<file path="config.mk">
export PLATFORM = sky130hd
export DESIGN_NAME = spc_slave_port
export DESIGN_NICKNAME = d
export VERILOG_FILES = /design/src/verilog/spc_sync.v /design/src/verilog/spc_regbank.v /design/src/verilog/spc_slave_port.v
export VERILOG_INCLUDE_DIRS = /design/src /design/src/verilog
export SDC_FILE = /design/constraint.sdc
export NUM_CORES = 1
export LEC_CHECK = 0
export BUFFER_PORTS_ARGS = -buffer_cell sky130_fd_sc_hd__buf_2
export CAP_MARGIN = 30
export CORE_ASPECT_RATIO = 1.25
export CORE_MARGIN = 2
export CORE_UTILIZATION = 53
export CTS_BUF_LIST = sky130_fd_sc_hd__clkbuf_4
export DETAILED_ROUTE_END_ITERATION = 8
export GPL_ROUTABILITY_DRIVEN = 0
export PLACE_DENSITY = 0.77
export SLEW_MARGIN = 30
export SYNTH_ARGS = -nofsm -noshare
export SYNTH_HDL_FRONTEND = slang
export SYNTH_HIERARCHICAL = 1
export SYNTH_SLANG_ARGS = --single-unit
</file>
<file path="constraint.sdc">
create_clock -name clock -period 2.2 [get_ports clock]
set_clock_uncertainty 0.15 [all_clocks]
set_input_delay 0.33 -clock clock [delete_from_list [all_inputs] [get_ports clock]]
set_output_delay 0.33 -clock clock [all_outputs]
set_load 0.01 [all_outputs]
</file>
<file path="src/verilog/spc_consts.vh">
// Constants for the slave port command interface
`ifndef SPC_CONSTS_VH
`define SPC_CONSTS_VH
`define SPC_ADDR_CMD 2'h0
`define SPC_ADDR_CHAN 2'h1
`define SPC_ADDR_DATA 2'h2
`define SPC_ADDR_STAT 2'h3
`define SPC_INT_CMD 8'h20
`define SPC_INT_CHAN 8'h21
`define SPC_INT_DATA 8'h22
`define SPC_INT_STAT 8'h23
`define SPC_BIT_CMD 0
`define SPC_BIT_CHAN 1
`define SPC_BIT_DATA 2
`define SPC_BIT_RESP 3
`define SPC_BIT_RDATA 4
`define SPC_STAT_RESET 8'h00
`define SPC_BYTE_RESET 8'h00
`endif

</file>
<file path="src/verilog/spc_sync.v">
// Two-flop synchroniser for a bundle of asynchronous pin inputs
module spc_sync #(
  parameter WIDTH = 13
) (
  input wire clock,
  input wire reset_n,
  input wire [WIDTH-1:0] async_in,
  output reg [WIDTH-1:0] sync_out
);
  reg [WIDTH-1:0] meta_q;
  genvar i;
  generate
    for (i = 0; i < WIDTH; i = i + 1) begin : g_bit
      always @(posedge clock or negedge reset_n) begin
        if (!reset_n) begin
          meta_q[i] <= 1'b1;
          sync_out[i] <= 1'b1;
        end else begin
          meta_q[i] <= async_in[i];
          sync_out[i] <= meta_q[i];
        end
      end
    end
  endgenerate
endmodule

</file>
<file path="src/verilog/spc_regbank.v">
// Four-byte register bank with a registered read port
module spc_regbank (
  input wire clock,
  input wire reset_n,
  input wire wr_en,
  input wire [1:0] wr_addr,
  input wire [7:0] wr_data,
  input wire [1:0] rd_addr,
  output reg [7:0] rd_data
);
  reg [7:0] mem_q [0:3];
  integer k;
  always @(posedge clock or negedge reset_n) begin
    if (!reset_n) begin
      for (k = 0; k < 4; k = k + 1) begin
        mem_q[k] <= 8'h00;
      end
      rd_data <= 8'h00;
    end else begin
      if (wr_en) begin
        mem_q[wr_addr] <= wr_data;
      end
      rd_data <= mem_q[rd_addr];
    end
  end
endmodule

</file>
<file path="src/verilog/spc_slave_port.v">
// Slave port: master-facing byte registers and internal-side access
`include "spc_consts.vh"

// How it works
// - Only master command starts an exchange
// - Internal side reads master's three bytes
// - Response write pulls attention low
// - Four byte registers on two address pins
// - Addresses 0-2 split read/write storage
// - Address 0: command in, response out
// - Address 1: channel write, reads as zero
// - Address 2: data in, return data out
// - Status holds per-register update flags
// - Bit 3 set by response, master clears
// - Master status write clears response flag
// - Strobes ignored while select high
// - Address from low and high pins
// - Channel byte selects 256 channels
// - Polling or interrupt chosen by configuration
module spc_slave_port (
  input wire clock,
  input wire reset_n,
  input wire port_select_n,
  input wire port_write_n,
  input wire port_read_n,
  input wire port_addr_lo,
  input wire port_addr_hi,
  input wire [7:0] port_data_in,
  output reg [7:0] port_data_out,
  output reg port_data_oe,
  output reg attention_out_n,
  input wire [7:0] int_addr,
  input wire int_wr,
  input wire int_rd,
  input wire [7:0] int_wdata,
  output reg [7:0] int_rdata,
  input wire irq_enable,
  output reg cmd_irq,
  output reg cmd_event,
  output reg [7:0] cmd_channel
);

  // ----------------------------------------------------------------
  // Pin synchronisation
  // ----------------------------------------------------------------
  wire [12:0] pins_s;
  spc_sync #(.WIDTH(13)) u_sync (
    .clock(clock),
    .reset_n(reset_n),
    .async_in({port_data_in, port_addr_hi, port_addr_lo, port_read_n,
               port_write_n, port_select_n}),
    .sync_out(pins_s)
  );
  wire sel_n_s = pins_s[0];
  wire wr_n_s = pins_s[1];
  wire rd_n_s = pins_s[2];
  wire [1:0] addr_s = {pins_s[4], pins_s[3]};
  wire [7:0] data_s = pins_s[12:5];

  // ----------------------------------------------------------------
  // Strobe edge detection
  // ----------------------------------------------------------------
  reg wr_act_q;
  wire wr_act = !sel_n_s && !wr_n_s;
  wire rd_act = !sel_n_s && !rd_n_s;
  // Capture at the leading edge; data must be steady two cycles before
  wire m_wr = wr_act && !wr_act_q;

  always @(posedge clock or negedge reset_n) begin
    if (!reset_n) begin
      wr_act_q <= 1'b0;
    end else begin
      wr_act_q <= wr_act;
    end
  end

  // ----------------------------------------------------------------
  // Master write side: command, channel, outgoing data
  // ----------------------------------------------------------------
  // Master-written bytes live in the bank, kept apart from read-side
  // bytes so a read never returns what the master wrote
  wire bank_wr = m_wr && (addr_s != `SPC_ADDR_STAT);
  wire [7:0] bank_rdata;
  wire int_hit_bank = (int_addr == `SPC_INT_CMD) || (int_addr == `SPC_INT_CHAN) ||
                      (int_addr == `SPC_INT_DATA);
  spc_regbank u_bank (
    .clock(clock),
    .reset_n(reset_n),
    .wr_en(bank_wr),
    .wr_addr(addr_s),
    .wr_data(data_s),
    .rd_addr(int_addr[1:0]),
    .rd_data(bank_rdata)
  );

  // ----------------------------------------------------------------
  // Address decode
  // ----------------------------------------------------------------
  // One-hot selects; an internal address outside the four bytes
  // selects nothing, so stray accesses leave every register alone
  reg [3:0] m_sel_d;
  always @* begin
    case (addr_s)
      `SPC_ADDR_CMD: m_sel_d = 4'h1;
      `SPC_ADDR_CHAN: m_sel_d = 4'h2;
      `SPC_ADDR_DATA: m_sel_d = 4'h4;
      `SPC_ADDR_STAT: m_sel_d = 4'h8;
      default: m_sel_d = 4'h0;
    endcase
  end

  reg [3:0] int_sel_d;
  always @* begin
    case (int_addr)
      `SPC_INT_CMD: int_sel_d = 4'h1;
      `SPC_INT_CHAN: int_sel_d = 4'h2;
      `SPC_INT_DATA: int_sel_d = 4'h4;
      `SPC_INT_STAT: int_sel_d = 4'h8;
      default: int_sel_d = 4'h0;
    endcase
  end

  // ----------------------------------------------------------------
  // Internal write side: response and return data
  // ----------------------------------------------------------------
  reg [7:0] resp_q;
  reg [7:0] rdata_q;
  reg [7:0] status_q;
  reg [7:0] chan_q;
  wire i_wr_resp = int_wr && int_sel_d[0];
  wire i_wr_data = int_wr && int_sel_d[2];
  wire m_wr_stat = m_wr && m_sel_d[3];
  wire m_wr_cmd = m_wr && m_sel_d[0];
  wire m_wr_chan = m_wr && m_sel_d[1];
  wire m_wr_data = m_wr && m_sel_d[2];
  wire i_rd_cmd = int_rd && int_sel_d[0];
  wire i_rd_chan = int_rd && int_sel_d[1];
  wire i_rd_data = int_rd && int_sel_d[2];

  // ----------------------------------------------------------------
  // Update flags
  // ----------------------------------------------------------------
  // Master bytes are retired by internal reads, results by a master
  // status write; a set in the same cycle as a clear wins so that no
  // event is lost
  wire [4:0] flag_set;
  wire [4:0] flag_clr;
  assign flag_set[`SPC_BIT_CMD] = m_wr_cmd;
  assign flag_set[`SPC_BIT_CHAN] = m_wr_chan;
  assign flag_set[`SPC_BIT_DATA] = m_wr_data;
  assign flag_set[`SPC_BIT_RESP] = i_wr_resp;
  assign flag_set[`SPC_BIT_RDATA] = i_wr_data;
  assign flag_clr[`SPC_BIT_CMD] = i_rd_cmd;
  assign flag_clr[`SPC_BIT_CHAN] = i_rd_chan;
  assign flag_clr[`SPC_BIT_DATA] = i_rd_data;
  assign flag_clr[`SPC_BIT_RESP] = m_wr_stat;
  assign flag_clr[`SPC_BIT_RDATA] = m_wr_stat;

  wire [7:0] status_d;
  genvar f;
  generate
    for (f = 0; f < 8; f = f + 1) begin : g_flag
      if (f <= `SPC_BIT_RDATA) begin : g_used
        assign status_d[f] = flag_set[f] || (status_q[f] && !flag_clr[f]);
      end else begin : g_spare
        assign status_d[f] = 1'b0;
      end
    end
  endgenerate

  always @(posedge clock or negedge reset_n) begin
    if (!reset_n) begin
      status_q <= `SPC_STAT_RESET;
    end else begin
      status_q <= status_d;
    end
  end

  // ----------------------------------------------------------------
  // Byte registers outside the bank
  // ----------------------------------------------------------------
  // Response byte, read by the master at address 0
  always @(posedge clock or negedge reset_n) begin
    if (!reset_n) begin
      resp_q <= `SPC_BYTE_RESET;
    end else if (i_wr_resp) begin
      resp_q <= int_wdata;
    end
  end

  // Return data, read by the master at address 2
  always @(posedge clock or negedge reset_n) begin
    if (!reset_n) begin
      rdata_q <= `SPC_BYTE_RESET;
    end else if (i_wr_data) begin
      rdata_q <= int_wdata;
    end
  end

  // Copy of the channel byte so the next command can latch it
  always @(posedge clock or negedge reset_n) begin
    if (!reset_n) begin
      chan_q <= `SPC_BYTE_RESET;
    end else if (m_wr_chan) begin
      chan_q <= data_s;
    end
  end

  // ----------------------------------------------------------------
  // Registered outputs
  // ----------------------------------------------------------------
  reg [7:0] mrd_d;
  always @* begin
    case (addr_s)
      `SPC_ADDR_CMD: mrd_d = resp_q;
      `SPC_ADDR_CHAN: mrd_d = 8'h00;
      `SPC_ADDR_DATA: mrd_d = rdata_q;
      `SPC_ADDR_STAT: mrd_d = status_q;
      default: mrd_d = 8'h00;
    endcase
  end

  // Pin side: read byte, bus enable and attention
  // Bus enable trails the read strobe by the sync lag plus one flop,
  // so a master must hold its read strobe at least three cycles
  always @(posedge clock or negedge reset_n) begin
    if (!reset_n) begin
      port_data_out <= 8'h00;
      port_data_oe <= 1'b0;
      attention_out_n <= 1'b1;
    end else begin
      port_data_out <= mrd_d;
      port_data_oe <= rd_act;
      attention_out_n <= !status_d[`SPC_BIT_RESP];
    end
  end

  // Internal side: command pulse, pending interrupt and channel
  always @(posedge clock or negedge reset_n) begin
    if (!reset_n) begin
      cmd_irq <= 1'b0;
      cmd_event <= 1'b0;
      cmd_channel <= 8'h00;
    end else begin
      cmd_event <= m_wr_cmd;
      // Command pending: interrupt if enabled, else poll status bit 0
      cmd_irq <= irq_enable && status_d[`SPC_BIT_CMD];
      if (m_wr_cmd) cmd_channel <= chan_q;
    end
  end

  // ----------------------------------------------------------------
  // Internal read path
  // ----------------------------------------------------------------
  // The bank answers one cycle after the address; a second register
  // keeps int_rdata on a flip-flop at the price of one more cycle,
  // so internal readers take the byte two cycles after the address
  reg int_bank_q;
  reg int_stat_q;
  reg [7:0] int_stat_byte_q;
  always @(posedge clock or negedge reset_n) begin
    if (!reset_n) begin
      int_bank_q <= 1'b0;
      int_stat_q <= 1'b0;
      int_stat_byte_q <= `SPC_STAT_RESET;
    end else begin
      int_bank_q <= int_hit_bank;
      int_stat_q <= int_sel_d[3];
      int_stat_byte_q <= status_q;
    end
  end

  reg [7:0] int_rdata_d;
  always @* begin
    int_rdata_d = 8'h00;
    if (int_bank_q) begin
      int_rdata_d = bank_rdata;
    end else if (int_stat_q) begin
      int_rdata_d = int_stat_byte_q;
    end
  end

  always @(posedge clock or negedge reset_n) begin
    if (!reset_n) begin
      int_rdata <= 8'h00;
    end else begin
      int_rdata <= int_rdata_d;
    end
  end
endmodule

</file>
==> reports/qor.txt <==
status = complete, no violations
Die Wd = 88.65 µm
Final ANT Viol Nets = 0
DRC = 0
Area contributors post-synth = dfrtp_1 55%, dfstp_2 15%, mux2_2 14%, mux4_2 3.8%, mux2_4 2.5%
CP startpoint kind = input port
CTS tree = yes
Crit Path Category = in2reg
synthesized net count = 309
Post-synth EDFFs = 0
Slew Limit Headroom = 66.53%
CTS H-tree depth = 4
buffers added on ports = 61
Reg clk slew, reported paths = 110 ps
CTS buffer count = 17
Core ar. = 8701 µm²
Async S/R FF share, synth = 100.0%
Site Rows = 38
largest family of logic cells by synthesized area = multiplexers
layout cell share with drive strength beyond 1 = 54.23%
I/O pin count = 62
Syn-to-layout area delta = 24.38%
Antenna Cells = 0
FMAX = 0.4840 GHz
CP max FO = 10
Synth area leader = dfrtp_1
Die Y = 109.8 µm
Sink Count = 131
fin util = 67.86%
post-DP HPWL = 5509 µm
Synth Area in Compound Gates = 3.242%
Initial DRT Pass Iterations = 4
Initial Util = 54.56%
Hold Crit Class = in2reg
Max Slew Vio Count = 0
Via Count = 2636
multiplexer share of the synthesized area = 21.43%
maximum vdd drop = 0.0005561 V
Period minus WS final = 2066 ps
unrepaired setup endpoints after global routing = no
fill count = 612
leakage power = 2.819 nW
simple-gate share of the synthesized area = 4.481%
DR iter-0 viols = 110
critical path capture point type = register
Ys Warns = 6
clk_lat worst skew = 510 ps
Synth Register Bits = 131
crit share post-route = 93.91%
Worst Tran Pin Value = 502.0 ps
Final Hold Viols = 0
GRT Util Overall = 19.95%
setup TNS = 0 ps
Syn Inst Count = 275
NumNets Final = 423
Routed WL per cell = 16.42 µm
largest net degree at the start of global routing = 41
Vias/cell = 5.050
vias in the first global route = 2841
xor and xnor area share after synthesis = 0%
Worst Path Required = 2440 ps
Synth cell types = 33
Power, Total = 5.356 mW
post-CTS resize count = 0
Main synth FF type = dfrtp_1
die area = 9735 µm²
Syn Area/Cell = 17.26 µm²
maximum clock path buffer count = 2
MaxCap Viol Count = 0
total gr overflow = 0
mapped cell area = 4747 µm²
post-synthesis adder-cell area fraction = 0%
final setup vio count = 0
initial antenna violation count = 0
pwr dens = 907.1 nW/µm²
dpl cells = 463
final WL = 8573 µm
register area share after synthesis = 69.77%
first-pass GRT wire length = 14050 µm
Synth top area share = 54.82%
non-filler cells, final = 522
clk root buf = clkbuf_4
Arrival @ worst endpoint = 2300 ps
## cell usage in the layout, fill, tap and decap left out, types with 3 or more instances in the layout
cell             n
a22o_1           9
and2_1           3
buf_2           60
buf_4           14
bufinv_16        4
clkbuf_4        17
clkinv_4         3
dfrtp_1        104
dfstp_2         27
dlygate4sd3_1   27
inv_1            3
mux2_2          61
mux2_4           8
mux2i_1          3
mux4_2           8
nand2_1          9
nand3b_1         3
nor2_1           7
## Yosys cell counts (2+ instances only)
master and number:
dfrtp_1 104, mux2_2 61, dfstp_2 27, a22o_1 9, nand2_1 9, mux2_4 8, mux4_2 8, nor2_1 7
a21boi_0 3, and2_1 3, clkbuf_1 3, inv_1 3, mux2i_1 3, nand3b_1 3, buf_1 2, buf_2 2
nand3b_2 2, o41ai_1 2, or3_1 2
## registers in the layout, indices dropped and copies added, names as in the netlist
signal           count
u_bank/mem_q        32
u_sync/meta_q       13
u_sync/sync_out     13
chan_q               8
cmd_channel          8
int_rdata            8
port_data_out        8
rdata_q              8
resp_q               8
u_bank/rd_data       8
int_stat_byte_q      5
status_q             5
attention_out_n      1
cmd_event            1
cmd_irq              1
int_bank_q           1
int_stat_q           1
port_data_oe         1
wr_act_q             1
## metrics by stage
step	cell area [µm²]	hold slack, ps	worst slack [ps]
after floorplan	4747	-115.6	27.38
after CTS	5904	56.30	188.4
final	5904	106.8	134.0
after detailed placement	5303	188.2	-7.689
after global routing	5904	71.00	115.5
after global placement	5303	177.1	9.383
## worst max-delay path, cell delays in order
cell and delay [ps]:
dlygate4sd3_1 530, buf_2 130, or3_1 410, or4_4 560, mux2_4 330
## power breakdown
group          total (mW)  internal, mW  switching [mW]
clock                1.79         0.913           0.880
combinational       0.632         0.388           0.245
sequential           2.93          2.76           0.166
total                5.36          4.06            1.29
## final timing paths
path	to	depth (start not counted)	start	slack, ps
setup / recovery	resp_q[2]	5	int_addr[7]	130
hold / removal	int_bank_q	3	int_addr[1]	110
setup reg to reg	u_bank/mem_q[30]	6	u_sync/sync_out[1]	230
hold reg to reg	u_sync/sync_out[4]	0	u_sync/meta_q[4]	190
max in group asynchronous	rdata_q[2]	3	reset_n	1060
min in group asynchronous	port_data_oe	2	reset_n	180
## layer usage
layer	global-route usage (%)	share of wire, %
met1	25.52	43
met2	32.20	52
met3	5.856	3.4
met4	7.576	1.4
met5	0	0
## repair_timing
| action | in CTS | in global routing |
|---|---|---|
| buffers inserted | 0 | 0 |
| hold buffers | 27 | 0 |
| hold endpoints to repair | 88 | 0 |
## logic make-up (layout without fill, tap and decap cells)
| kind of cell | after synthesis | after routing |
|---|---|---|
| multiplexers | 80 | 80 |
| AO/OA/AOI/OAI | 19 | 19 |
| AND/OR/NAND/NOR | 34 | 34 |
| buffers and inverters | 11 | 138 |
| flip-flops | 131 | 131 |
## final cells by class
type,instances,area [µm²],share of cell area [%]
multi-input combinational,133,1384,23.44
inverter,3,11.26,0.1907
tap,120,150.1,2.543
timing repair buffer,103,715.7,12.12
clock buffer,17,127.6,2.161
sequential,131,3312,56.09
clock inverter,15,203.9,3.454
Power figures use the tool's default switching activity.
